<file path="src/pkg/panel_power_pkg.sv">
/*
 * Package for the panel power control register bank: register indices,
 * field positions, reset values and the carrier structs.
 * Assumes an 8-bit index-addressed CPU port on the same clock as the bank.
 */
`default_nettype none
package panel_power_pkg;

    // register indices, as selected through the index register
    localparam logic [7:0] IDX_POWER_CHIP_CONTROL  = 8'h19;
    localparam logic [7:0] IDX_BOOST_RATIO_SELECT  = 8'h1a;
    localparam logic [7:0] IDX_COMMON_CENTER_DAC   = 8'h1d;
    localparam logic [7:0] IDX_AMP_BIAS_CONTROL    = 8'h1e;
    localparam logic [7:0] IDX_REF_AMP_MODE_BIAS   = 8'h1f;
    localparam logic [7:0] IDX_GAMMA_POS_BLACK     = 8'h24;
    localparam logic [7:0] IDX_GAMMA_NEG_WHITE     = 8'h25;
    localparam logic [7:0] IDX_GAMMA_POS_WHITE     = 8'h26;
    localparam logic [7:0] IDX_GAMMA_NEG_LEVEL     = 8'h27;
    localparam logic [7:0] IDX_PRECHARGE_THRESHOLD = 8'h28;
    localparam logic [7:0] IDX_GAMMA_INPUT_DISC    = 8'h2a;
    localparam logic [7:0] IDX_PRECHARGE_LENGTH    = 8'h2e;
    localparam logic [7:0] IDX_OUTPUT_PORT         = 8'h31;
    localparam logic [7:0] IDX_INPUT_PORT          = 8'h32;
    localparam logic [7:0] IDX_INTERFACE_VOLTAGE   = 8'h72;
    localparam logic [7:0] IDX_LOGIC_VOLTAGE       = 8'h73;

    // power_chip_control fields
    localparam int BIT_SUPPLY_SRC   = 6;
    localparam int BIT_HIGH_BOOST   = 5;
    localparam int BIT_SECOND_RAIL  = 4;
    localparam int BIT_PRECHG_LEVEL = 3;
    localparam int BIT_GATE_REG     = 2;
    localparam int BIT_SUPPLY_REG   = 1;
    localparam int BIT_CONVERTER    = 0;
    // boost_ratio_select fields
    localparam int BIT_BOOST_HI     = 1;
    localparam int BIT_BOOST_LO     = 0;
    // amplifier_bias_control / reference_amp_mode_bias / gamma_input_disconnect fields
    localparam int BIT_CAP_SWITCH   = 7;
    localparam int BIT_CENTER_STOP  = 3;
    localparam int BIT_WHITE_HP     = 7;
    localparam int BIT_BLACK_HP     = 3;
    localparam int FLD_HI_LSB       = 4;
    localparam int FLD_LO_LSB       = 0;
    localparam int BIT_GAMMA_SWITCH = 0;

    localparam logic [7:0] MASK_POWER_CTRL = 8'h7f;
    localparam logic [7:0] MASK_LOW2       = 8'h03;
    localparam logic [7:0] MASK_LOW1       = 8'h01;
    localparam logic [7:0] RESET_ZERO      = 8'h00;
    localparam logic [7:0] RESET_VOLTAGE   = 8'h03;
    localparam logic [7:0] THR_NIBBLE      = 8'h0f;

    // cpu access request from the interface decoder
    typedef struct packed {
        logic       sel_index;
        logic       wr;
        logic       rd;
        logic [7:0] wdata;
    } cpu_req_t;

    // whole register state of the bank
    typedef struct packed {
        logic [7:0] index;
        logic [7:0] power_chip_control;
        logic [7:0] boost_ratio_select;
        logic [7:0] common_center_dac_code;
        logic [7:0] amplifier_bias_control;
        logic [7:0] reference_amp_mode_bias;
        logic [7:0] gamma_pos_black_level;
        logic [7:0] gamma_neg_white_level;
        logic [7:0] gamma_pos_white_level;
        logic [7:0] gamma_neg_level;
        logic [7:0] precharge_direction_threshold;
        logic [7:0] gamma_input_disconnect;
        logic [7:0] precharge_length;
        logic [7:0] output_port;
        logic [7:0] interface_voltage_select;
        logic [7:0] logic_voltage_select;
        logic [7:0] rdata;
        logic [3:0] in_sync1;
        logic [3:0] in_sync2;
    } bank_state_t;

    // pins toward the power chip and gate driver
    typedef struct packed {
        logic       common_supply_source_sel;
        logic       high_boost_level_sel;
        logic       second_rail_ratio_sel;
        logic       precharge_level_sel;
        logic       gate_regulator_enable;
        logic       supply_regulator_enable;
        logic       converter_enable;
        logic       boost_ratio_hi;
        logic       boost_ratio_lo;
    } power_pins_t;

    // codes toward the analog blocks
    typedef struct packed {
        logic [7:0] common_center_code;
        logic       amp_capacity_switch;
        logic [2:0] center_amp_bias;
        logic       center_amp_stop;
        logic [2:0] source_output_bias;
        logic       white_amp_high_power;
        logic [2:0] white_amp_bias;
        logic       black_amp_high_power;
        logic [2:0] black_amp_bias;
        logic [7:0] pos_black_gamma_code;
        logic [7:0] neg_white_gamma_code;
        logic [7:0] pos_white_gamma_code;
        logic [7:0] neg_low_gamma_code;
        logic       gamma_input_switch;
        logic [7:0] precharge_clock_count;
        logic [1:0] interface_voltage_code;
        logic [1:0] logic_voltage_code;
    } analog_codes_t;

endpackage
`default_nettype wire

</file>
<file path="src/core/panel_power_control_regs.sv">
/*
 * Panel power control register bank: index-addressed 8-bit registers that
 * drive power-chip and gate-driver pins, analog codes, a general output port
 * and pre-charge direction compare against display RAM pixel data.
 * Assumes the cpu port decoder issues one-cycle wr/rd strobes on ref_clk.
 */
`timescale 1ns/1ns
`default_nettype none
module panel_power_control_regs
    import panel_power_pkg::*;
(
    input  wire logic          ref_clk,
    input  wire logic          rstn,
    input  wire cpu_req_t      cpu_req,
    output logic [7:0]         cpu_rdata,
    input  wire logic [3:0]    general_input_pins,
    input  wire logic [17:0]   pixel_data,
    input  wire logic          drive_polarity_neg,
    output logic [7:0]         general_output_pins,
    output power_pins_t        power_pins,
    output analog_codes_t      analog_codes,
    output logic [2:0]         precharge_dir_up
);

    bank_state_t s_q;
    bank_state_t s_d;

    ////////////////////////////////////////////////////////////////////////
    // threshold compare of one colour's upper nibble

    function automatic logic above_thr(input logic [5:0] comp,
                                       input logic [3:0] thr);
        above_thr = comp[5:2] >= thr;
    endfunction

    function automatic logic [2:0] field3(input logic [7:0] r, input int lsb);
        field3 = r[lsb +: 3];
    endfunction

    ////////////////////////////////////////////////////////////////////////
    // next state

    always_comb begin
        s_d = s_q;
        s_d.in_sync1 = general_input_pins;
        s_d.in_sync2 = s_q.in_sync1;
        if (cpu_req.wr && cpu_req.sel_index) begin
            s_d.index = cpu_req.wdata;
        end else if (cpu_req.wr) begin
            unique case (s_q.index)
                IDX_POWER_CHIP_CONTROL:
                    s_d.power_chip_control = cpu_req.wdata & MASK_POWER_CTRL;
                IDX_BOOST_RATIO_SELECT:
                    s_d.boost_ratio_select = cpu_req.wdata & MASK_LOW2;
                IDX_COMMON_CENTER_DAC:   s_d.common_center_dac_code = cpu_req.wdata;
                IDX_AMP_BIAS_CONTROL:    s_d.amplifier_bias_control = cpu_req.wdata;
                IDX_REF_AMP_MODE_BIAS:   s_d.reference_amp_mode_bias = cpu_req.wdata;
                IDX_GAMMA_POS_BLACK:     s_d.gamma_pos_black_level = cpu_req.wdata;
                IDX_GAMMA_NEG_WHITE:     s_d.gamma_neg_white_level = cpu_req.wdata;
                IDX_GAMMA_POS_WHITE:     s_d.gamma_pos_white_level = cpu_req.wdata;
                IDX_GAMMA_NEG_LEVEL:     s_d.gamma_neg_level = cpu_req.wdata;
                IDX_PRECHARGE_THRESHOLD:
                    s_d.precharge_direction_threshold = cpu_req.wdata;
                IDX_GAMMA_INPUT_DISC:
                    s_d.gamma_input_disconnect = cpu_req.wdata & MASK_LOW1;
                IDX_PRECHARGE_LENGTH:    s_d.precharge_length = cpu_req.wdata;
                IDX_OUTPUT_PORT:         s_d.output_port = cpu_req.wdata;
                IDX_INTERFACE_VOLTAGE:
                    s_d.interface_voltage_select = cpu_req.wdata & MASK_LOW2;
                IDX_LOGIC_VOLTAGE:
                    s_d.logic_voltage_select = cpu_req.wdata & MASK_LOW2;
                default: ;
            endcase
        end
        if (cpu_req.rd && cpu_req.sel_index) begin
            s_d.rdata = s_q.index;
        end else if (cpu_req.rd) begin
            unique case (s_q.index)
                IDX_POWER_CHIP_CONTROL:  s_d.rdata = s_q.power_chip_control;
                IDX_BOOST_RATIO_SELECT:  s_d.rdata = s_q.boost_ratio_select;
                IDX_COMMON_CENTER_DAC:   s_d.rdata = s_q.common_center_dac_code;
                IDX_AMP_BIAS_CONTROL:    s_d.rdata = s_q.amplifier_bias_control;
                IDX_REF_AMP_MODE_BIAS:   s_d.rdata = s_q.reference_amp_mode_bias;
                IDX_GAMMA_POS_BLACK:     s_d.rdata = s_q.gamma_pos_black_level;
                IDX_GAMMA_NEG_WHITE:     s_d.rdata = s_q.gamma_neg_white_level;
                IDX_GAMMA_POS_WHITE:     s_d.rdata = s_q.gamma_pos_white_level;
                IDX_GAMMA_NEG_LEVEL:     s_d.rdata = s_q.gamma_neg_level;
                IDX_PRECHARGE_THRESHOLD: s_d.rdata = s_q.precharge_direction_threshold;
                IDX_GAMMA_INPUT_DISC:    s_d.rdata = s_q.gamma_input_disconnect;
                IDX_PRECHARGE_LENGTH:    s_d.rdata = s_q.precharge_length;
                IDX_INPUT_PORT:
                    s_d.rdata = {4'h0, s_q.in_sync2};
                IDX_INTERFACE_VOLTAGE:   s_d.rdata = s_q.interface_voltage_select;
                IDX_LOGIC_VOLTAGE:       s_d.rdata = s_q.logic_voltage_select;
                default:                 s_d.rdata = RESET_ZERO;
            endcase
        end
    end

    always_ff @(posedge ref_clk or negedge rstn) begin
        if (!rstn) begin
            s_q <= '0;
            s_q.interface_voltage_select <= RESET_VOLTAGE;
            s_q.logic_voltage_select <= RESET_VOLTAGE;
        end else begin
            s_q <= s_d;
        end
    end

    ////////////////////////////////////////////////////////////////////////
    // pins and codes

    always_comb begin
        cpu_rdata = s_q.rdata;
        general_output_pins = s_q.output_port;
        power_pins.common_supply_source_sel =
            s_q.power_chip_control[BIT_SUPPLY_SRC];
        power_pins.high_boost_level_sel = s_q.power_chip_control[BIT_HIGH_BOOST];
        power_pins.second_rail_ratio_sel = s_q.power_chip_control[BIT_SECOND_RAIL];
        power_pins.precharge_level_sel = s_q.power_chip_control[BIT_PRECHG_LEVEL];
        power_pins.gate_regulator_enable = s_q.power_chip_control[BIT_GATE_REG];
        power_pins.supply_regulator_enable = s_q.power_chip_control[BIT_SUPPLY_REG];
        power_pins.converter_enable = s_q.power_chip_control[BIT_CONVERTER];
        power_pins.boost_ratio_hi = s_q.boost_ratio_select[BIT_BOOST_HI];
        power_pins.boost_ratio_lo = s_q.boost_ratio_select[BIT_BOOST_LO];
        analog_codes.common_center_code = s_q.common_center_dac_code;
        analog_codes.amp_capacity_switch =
            s_q.amplifier_bias_control[BIT_CAP_SWITCH];
        analog_codes.center_amp_bias =
            field3(s_q.amplifier_bias_control, FLD_HI_LSB);
        analog_codes.center_amp_stop =
            s_q.amplifier_bias_control[BIT_CENTER_STOP];
        analog_codes.source_output_bias =
            field3(s_q.amplifier_bias_control, FLD_LO_LSB);
        analog_codes.white_amp_high_power =
            s_q.reference_amp_mode_bias[BIT_WHITE_HP];
        analog_codes.black_amp_high_power =
            s_q.reference_amp_mode_bias[BIT_BLACK_HP];
        analog_codes.white_amp_bias =
            field3(s_q.reference_amp_mode_bias, FLD_HI_LSB);
        analog_codes.black_amp_bias =
            field3(s_q.reference_amp_mode_bias, FLD_LO_LSB);
        analog_codes.pos_black_gamma_code = s_q.gamma_pos_black_level;
        analog_codes.neg_white_gamma_code = s_q.gamma_neg_white_level;
        analog_codes.pos_white_gamma_code = s_q.gamma_pos_white_level;
        analog_codes.neg_low_gamma_code = s_q.gamma_neg_level;
        analog_codes.gamma_input_switch =
            s_q.gamma_input_disconnect[BIT_GAMMA_SWITCH];
        analog_codes.precharge_clock_count = s_q.precharge_length;
        analog_codes.interface_voltage_code = s_q.interface_voltage_select[1:0];
        analog_codes.logic_voltage_code = s_q.logic_voltage_select[1:0];
    end

    ////////////////////////////////////////////////////////////////////////
    // pre-charge direction compare, red green blue

    logic [3:0] thr_sel;
    always_comb begin
        thr_sel = drive_polarity_neg ? 4'(s_q.precharge_direction_threshold & THR_NIBBLE)
                                     : 4'(s_q.precharge_direction_threshold >> FLD_HI_LSB);
        precharge_dir_up[2] = above_thr(pixel_data[17:12], thr_sel);
        precharge_dir_up[1] = above_thr(pixel_data[11:6], thr_sel);
        precharge_dir_up[0] = above_thr(pixel_data[5:0], thr_sel);
    end

    ////////////////////////////////////////////////////////////////////////
    // checks

    index_write_a: assert property (@(posedge ref_clk) disable iff (!rstn)
        cpu_req.wr && cpu_req.sel_index |=> s_q.index == $past(cpu_req.wdata))
        else $error("index not taken");
    out_port_a: assert property (@(posedge ref_clk) disable iff (!rstn)
        cpu_req.wr && !cpu_req.sel_index && s_q.index == IDX_OUTPUT_PORT
        |=> general_output_pins == $past(cpu_req.wdata))
        else $error("output port not driven");
    out_hold_a: assert property (@(posedge ref_clk) disable iff (!rstn)
        !(cpu_req.wr && !cpu_req.sel_index && s_q.index == IDX_OUTPUT_PORT)
        |=> $stable(general_output_pins))
        else $error("output port changed");
    converter_pin_a: assert property (@(posedge ref_clk) disable iff (!rstn)
        cpu_req.wr && !cpu_req.sel_index && s_q.index == IDX_POWER_CHIP_CONTROL
        |=> power_pins.converter_enable == $past(cpu_req.wdata[0]))
        else $error("converter pin wrong");
    gate_reg_a: assert property (@(posedge ref_clk) disable iff (!rstn)
        cpu_req.wr && !cpu_req.sel_index && s_q.index == IDX_POWER_CHIP_CONTROL
        |=> power_pins.gate_regulator_enable == $past(cpu_req.wdata[2]))
        else $error("gate regulator pin wrong");
    supply_reg_a: assert property (@(posedge ref_clk) disable iff (!rstn)
        cpu_req.wr && !cpu_req.sel_index && s_q.index == IDX_POWER_CHIP_CONTROL
        |=> power_pins.supply_regulator_enable == $past(cpu_req.wdata[1]))
        else $error("supply regulator pin wrong");
    boost_pins_a: assert property (@(posedge ref_clk) disable iff (!rstn)
        cpu_req.wr && !cpu_req.sel_index && s_q.index == IDX_BOOST_RATIO_SELECT
        |=> {power_pins.boost_ratio_hi, power_pins.boost_ratio_lo}
            == $past(cpu_req.wdata[1:0]))
        else $error("boost ratio pins wrong");
    input_read_a: assert property (@(posedge ref_clk) disable iff (!rstn)
        cpu_req.rd && !cpu_req.sel_index && s_q.index == IDX_INPUT_PORT
        |=> cpu_rdata[7:4] == 4'h0 && cpu_rdata[3:0] == $past(general_input_pins, 3))
        else $error("input port read wrong");
    thr_cmp_a: assert property (@(posedge ref_clk) disable iff (!rstn)
        !drive_polarity_neg && pixel_data[17:14] >= s_q.precharge_direction_threshold[7:4]
        |-> precharge_dir_up[2])
        else $error("red compare wrong");
    center_bias_a: assert property (@(posedge ref_clk) disable iff (!rstn)
        cpu_req.wr && !cpu_req.sel_index && s_q.index == IDX_AMP_BIAS_CONTROL
        |=> {analog_codes.center_amp_bias, analog_codes.center_amp_stop}
            == $past(cpu_req.wdata[6:3]))
        else $error("centre amp code wrong");
    rail_pins_a: assert property (@(posedge ref_clk) disable iff (!rstn)
        cpu_req.wr && !cpu_req.sel_index && s_q.index == IDX_POWER_CHIP_CONTROL
        |=> {power_pins.common_supply_source_sel, power_pins.high_boost_level_sel,
             power_pins.second_rail_ratio_sel} == $past(cpu_req.wdata[6:4]))
        else $error("rail select pins wrong");

    write_cov_c: cover property (@(posedge ref_clk) disable iff (!rstn)
        cpu_req.wr && cpu_req.sel_index ##1 cpu_req.wr && !cpu_req.sel_index);
    read_cov_c: cover property (@(posedge ref_clk) disable iff (!rstn)
        cpu_req.rd && s_q.index == IDX_INPUT_PORT);
    power_on_c: cover property (@(posedge ref_clk) disable iff (!rstn)
        power_pins.converter_enable && power_pins.supply_regulator_enable);
    neg_dir_c: cover property (@(posedge ref_clk) disable iff (!rstn)
        drive_polarity_neg && precharge_dir_up[1]);

endmodule
`default_nettype wire

</file>
<file path="config.mk">
export PLATFORM = sky130hd
export DESIGN_NAME = panel_power_control_regs
export DESIGN_NICKNAME = d
export VERILOG_FILES = /design/src/pkg/panel_power_pkg.sv /design/src/core/panel_power_control_regs.sv
export SDC_FILE = /design/constraint.sdc
export NUM_CORES = 1
export LEC_CHECK = 0
export ABC_AREA = 0
export BUFFER_PORTS_ARGS = -buffer_cell sky130_fd_sc_hd__clkbuf_2
export CAP_MARGIN = 40
export CORE_MARGIN = 1.5
export CORE_UTILIZATION = 35
export CTS_CLUSTER_DIAMETER = 40
export DETAILED_ROUTE_END_ITERATION = 12
export PLACE_DENSITY = 0.55
export SYNTH_ARGS = -nofsm -noshare
export SYNTH_HDL_FRONTEND = slang
export SYNTH_SLANG_ARGS = --single-unit
</file>
<file path="constraint.sdc">
create_clock -name ref_clk -period 3.65 [get_ports ref_clk]
set_input_delay 1.095 -clock ref_clk [delete_from_list [all_inputs] [get_ports ref_clk]]
set_output_delay 1.095 -clock ref_clk [all_outputs]
set_load 0.005 [all_outputs]
</file>
==> out/results.md <==
| Parameter | Value | Unit |
|:---|:---|:---|
| Status | finished with violations | - |
| Leading cell type in the layout, fill and taps excluded | clkbuf_2 | - |
| IR Drop Worst-Case VDD | 313.0 | uV |
| Synthesis warning total | 0 | - |
| Standby leakage power | 0.003536 | uW |
| Die Wd | 139.5 | um |
| Mapped Nets | 606 | - |
| Skew final | 0.01109 | ns |
| DR iter-0 viols | 321 | - |
| Commonest cells after routing, fill and taps aside | 125 x clkbuf_2, 114 x dfrtp_1, 107 x mux2_2 | - |
| Antenna violations before repair | 0 | - |
| Required time of the critical path | 2.55 | ns |
| Failing checks | design-rule violations | - |
| GRT Util Overall | 0.1963 | - |
| Category of the worst setup path capture point | primary output | - |
| Largest net degree at the start of global routing | 59 | - |
| Share of layout cells above drive strength 1 | 0.4950 | - |
| Number of CTS-inserted buffers | 17 | - |
| Post-route ant nets | 0 | - |
| Setup TNS | 0 | ns |
| Final Util | 0.3994 | - |
| Bufs on Longest Clock Path | 2 | - |
| Row count | 49 | - |
| Length of the first detailed-routing pass in iterations | 10 | - |
| Maximum clock frequency | 0.2820 | GHz |
| Area grow syn2layout | 10.81 | % |
| Yosys cell types | 57 | - |
| Layout net count | 638 | - |
| Number of flops mapped to enable cells by yosys | 0 | - |
| Tightest hold margin | 0.3522 | ns |
| Via Count | 4392 | - |
| DR DRC count | 5 | - |
| Data arrival time at the worst-slack endpoint | 2.45 | ns |
| Maximum level of the CTS H-tree | 4 | - |
| Number of max-cap violations | 0 | - |
| Synthesized area per cell | 11.68 | sq um |
| Average routed wire per standard cell | 22.25 | um |
| Port Buffers | 126 | - |
| Area of the placeable core | 0.01809 | sq mm |
| Initial core utilization | 0.3604 | - |
| Clock insertion delay at the later pin of the skew report | 0.42 | ns |
| Worst rel slew slack | 0.4728 | - |
| Prevailing post-synth register cell | dfrtp_1 | - |
| Final worst-path cycle share | 0.9716 | - |
| Die height | 139.5 | um |
| Setup repair after global routing missed its margin | no | - |
| Least-Margin Pin Slew | 0.7891 | ns |
| CTS tree | yes | - |
| Min-delay worst type | reg2reg | - |
| Final setup violation count | 0 | - |
| Vias in the first global route | 4627 | - |
| Total wire length after detailed routing | 18450 | um |
| Summed instance area of the synthesized netlist | 0.006519 | sq mm |
| Critical path type | in2out | - |
| Boundary Pins | 133 | - |
| Clk sink count | 118 | - |
| Count of pins over their slew limit | 0 | - |
| Fraction of synthesis flops using an asynchronous set or reset pin | 1.000 | - |
| Global-route congestion overflow total | 0 | - |
| Pwr Density | 482.9 | mW/mm^2 |
| Detail-routed via count per cell | 5.298 | - |
| Gate count of the mapped netlist | 558 | - |
| Clock slew at reported path FFs | 0.05 | ns |
| Highest net fanout along the worst path | 3 | - |
| First-pass GRT wire length | 28300 | um |
| Number of hold buffers added after CTS | 0 | - |
| Die area | 0.01945 | sq mm |
| Flop and latch count out of synthesis | 118 | - |
| Routability congestion estimate | 0.9250 | - |
| Diode count | 0 | - |
| Cell at the root of the clock tree | clkbuf_16 | - |
| Post-CTS setup-driven buffer insertion count | 0 | - |
| Sequential fraction of the synthesis area | 0.4537 | - |
| Final number of hold-violating endpoints | 0 | - |
| Clock period minus final worst setup slack | 3.546 | ns |
| Total half-perimeter wirelength after legalization and detailed placement | 13330 | um |
| Kind of start point of the critical path | primary input | - |
[synth_stat cells (3+ instances only)]
| cell type | number | area share |
|---|---|---|
| nand2b_1 | 7 | 0.0067 |
| inv_1 | 10 | 0.0058 |
| o22ai_1 | 10 | 0.0096 |
| nor2_1 | 7 | 0.0040 |
| mux2i_1 | 5 | 0.0077 |
| a221o_1 | 3 | 0.0046 |
| o221ai_1 | 4 | 0.0054 |
| mux4_2 | 3 | 0.010 |
| a22o_1 | 3 | 0.0040 |
| nand4b_1 | 3 | 0.0040 |
| a221oi_2 | 3 | 0.0069 |
| buf_2 | 12 | 0.0092 |
| a211oi_1 | 5 | 0.0058 |
| buf_4 | 96 | 0.11 |
| nand2_1 | 15 | 0.0086 |
| a21boi_0 | 3 | 0.0035 |
| o21ai_0 | 12 | 0.0092 |
| nand4_1 | 7 | 0.0067 |
| a22oi_1 | 11 | 0.013 |
| nand3_1 | 21 | 0.016 |
| ha_1 | 12 | 0.023 |
| and3_1 | 5 | 0.0048 |
| a21oi_1 | 7 | 0.0054 |
| mux2_2 | 108 | 0.19 |
| and2_1 | 5 | 0.0048 |
| clkbuf_1 | 16 | 0.0092 |
| nor2b_1 | 12 | 0.012 |
| dfrtp_1 | 114 | 0.44 |
| dfstp_2 | 4 | 0.016 |
[sequential cells by signal (all words and copies together) (netlist names)]
signal               flops
general_output_pins      8
cpu_rdata                8
analog_codes            69
s_q                     20
s_d                      4
power_pins               9
[per-layer routing]
| metal | track usage | vias up | wire, um |
|---|---|---|---|
| li1 | - | 1986 | - |
| met5 | 0 | - | 0 |
| met2 | 0.3255 | 123 | 9088 |
| met3 | 0.05196 | 19 | 1000 |
| met1 | 0.2485 | 2264 | 8114 |
| met4 | 0.06607 | 0 | 244 |
[final timing paths]
path	slack [ns]	cells after the start	from	end
max	0.10	9	drive_polarity_neg	precharge_dir_up[1]
min	0.35	0	s_d[1]$_DFF_PN0_	s_q[1]$_DFF_PN0_
max reg2reg	0.99	4	s_q[138]$_DFFE_PN0P_	analog_codes[58]$_DFFE_PN0P_
min reg2reg	0.35	0	s_d[1]$_DFF_PN0_	s_q[1]$_DFF_PN0_
max in group asynchronous	2.26	2	rstn	cpu_rdata[4]$_DFFE_PN0P_
min in group asynchronous	0.61	1	rstn	analog_codes[32]$_DFFE_PN0P_
[report_power, final]
part / internal [uW] / leakage [uW] / switching (uW) / total, uW
Combinational: 223 / 0.00170 / 285 / 508
Sequential: 1410 / 0.00158 / 93.5 / 1500
Clock: 919 / 0.000261 / 562 / 1480
Total: 2550 / 0.00354 / 940 / 3490
[final cells by class]
cell class / instances / area, sq um
tap: 229 / 286.5
multi-input combinational: 304 / 2681
timing repair buffer: 139 / 743.2
fill: 1783 / 10860
clock buffer: 24 / 491.7
clock inverter: 5 / 25.02
sequential: 118 / 2958
inverter: 10 / 37.54
[worst max-delay path: stages]
cell      delay, ns
clkbuf_2       0.11
mux2_4         0.32
ha_1           0.28
nand2b_1       0.16
a21oi_2        0.14
nor2b_1        0.06
o21ai_1        0.12
nand2b_1       0.06
clkbuf_2       0.11
[logic make-up (layout without fill, tap and decap cells)]
logic type / count (synthesis) / in the layout / synth area share
flip-flops: 118 / 118 / 0.4537
multiplexers: 116 / 116 / 0.2046
adder cells (fa/ha/maj): 12 / 12 / 0.02303
buffers and inverters: 136 / 178 / 0.1372
AO/OA/AOI/OAI: 75 / 75 / 0.08714
AND/OR/NAND/NOR: 101 / 101 / 0.09424
[what timing repair did]
item,in CTS,in global routing
gates resized for setup,0,7
hold endpoints to repair,0,0
setup endpoints to repair,0,3
[metrics by stage]
stage	power, uW	cell area, sq um	instances	setup WS, ns
after floorplan	1872	6519	558	0.3525
after global placement	2016	6691	800	0.06564
after detailed placement	2028	6691	800	-0.0009686
after global routing	3638	7223	829	0.01375
final	3488	7223	829	0.1035
after CTS	3519	7208	829	0.002836
(Power assumes the default switching activity.)
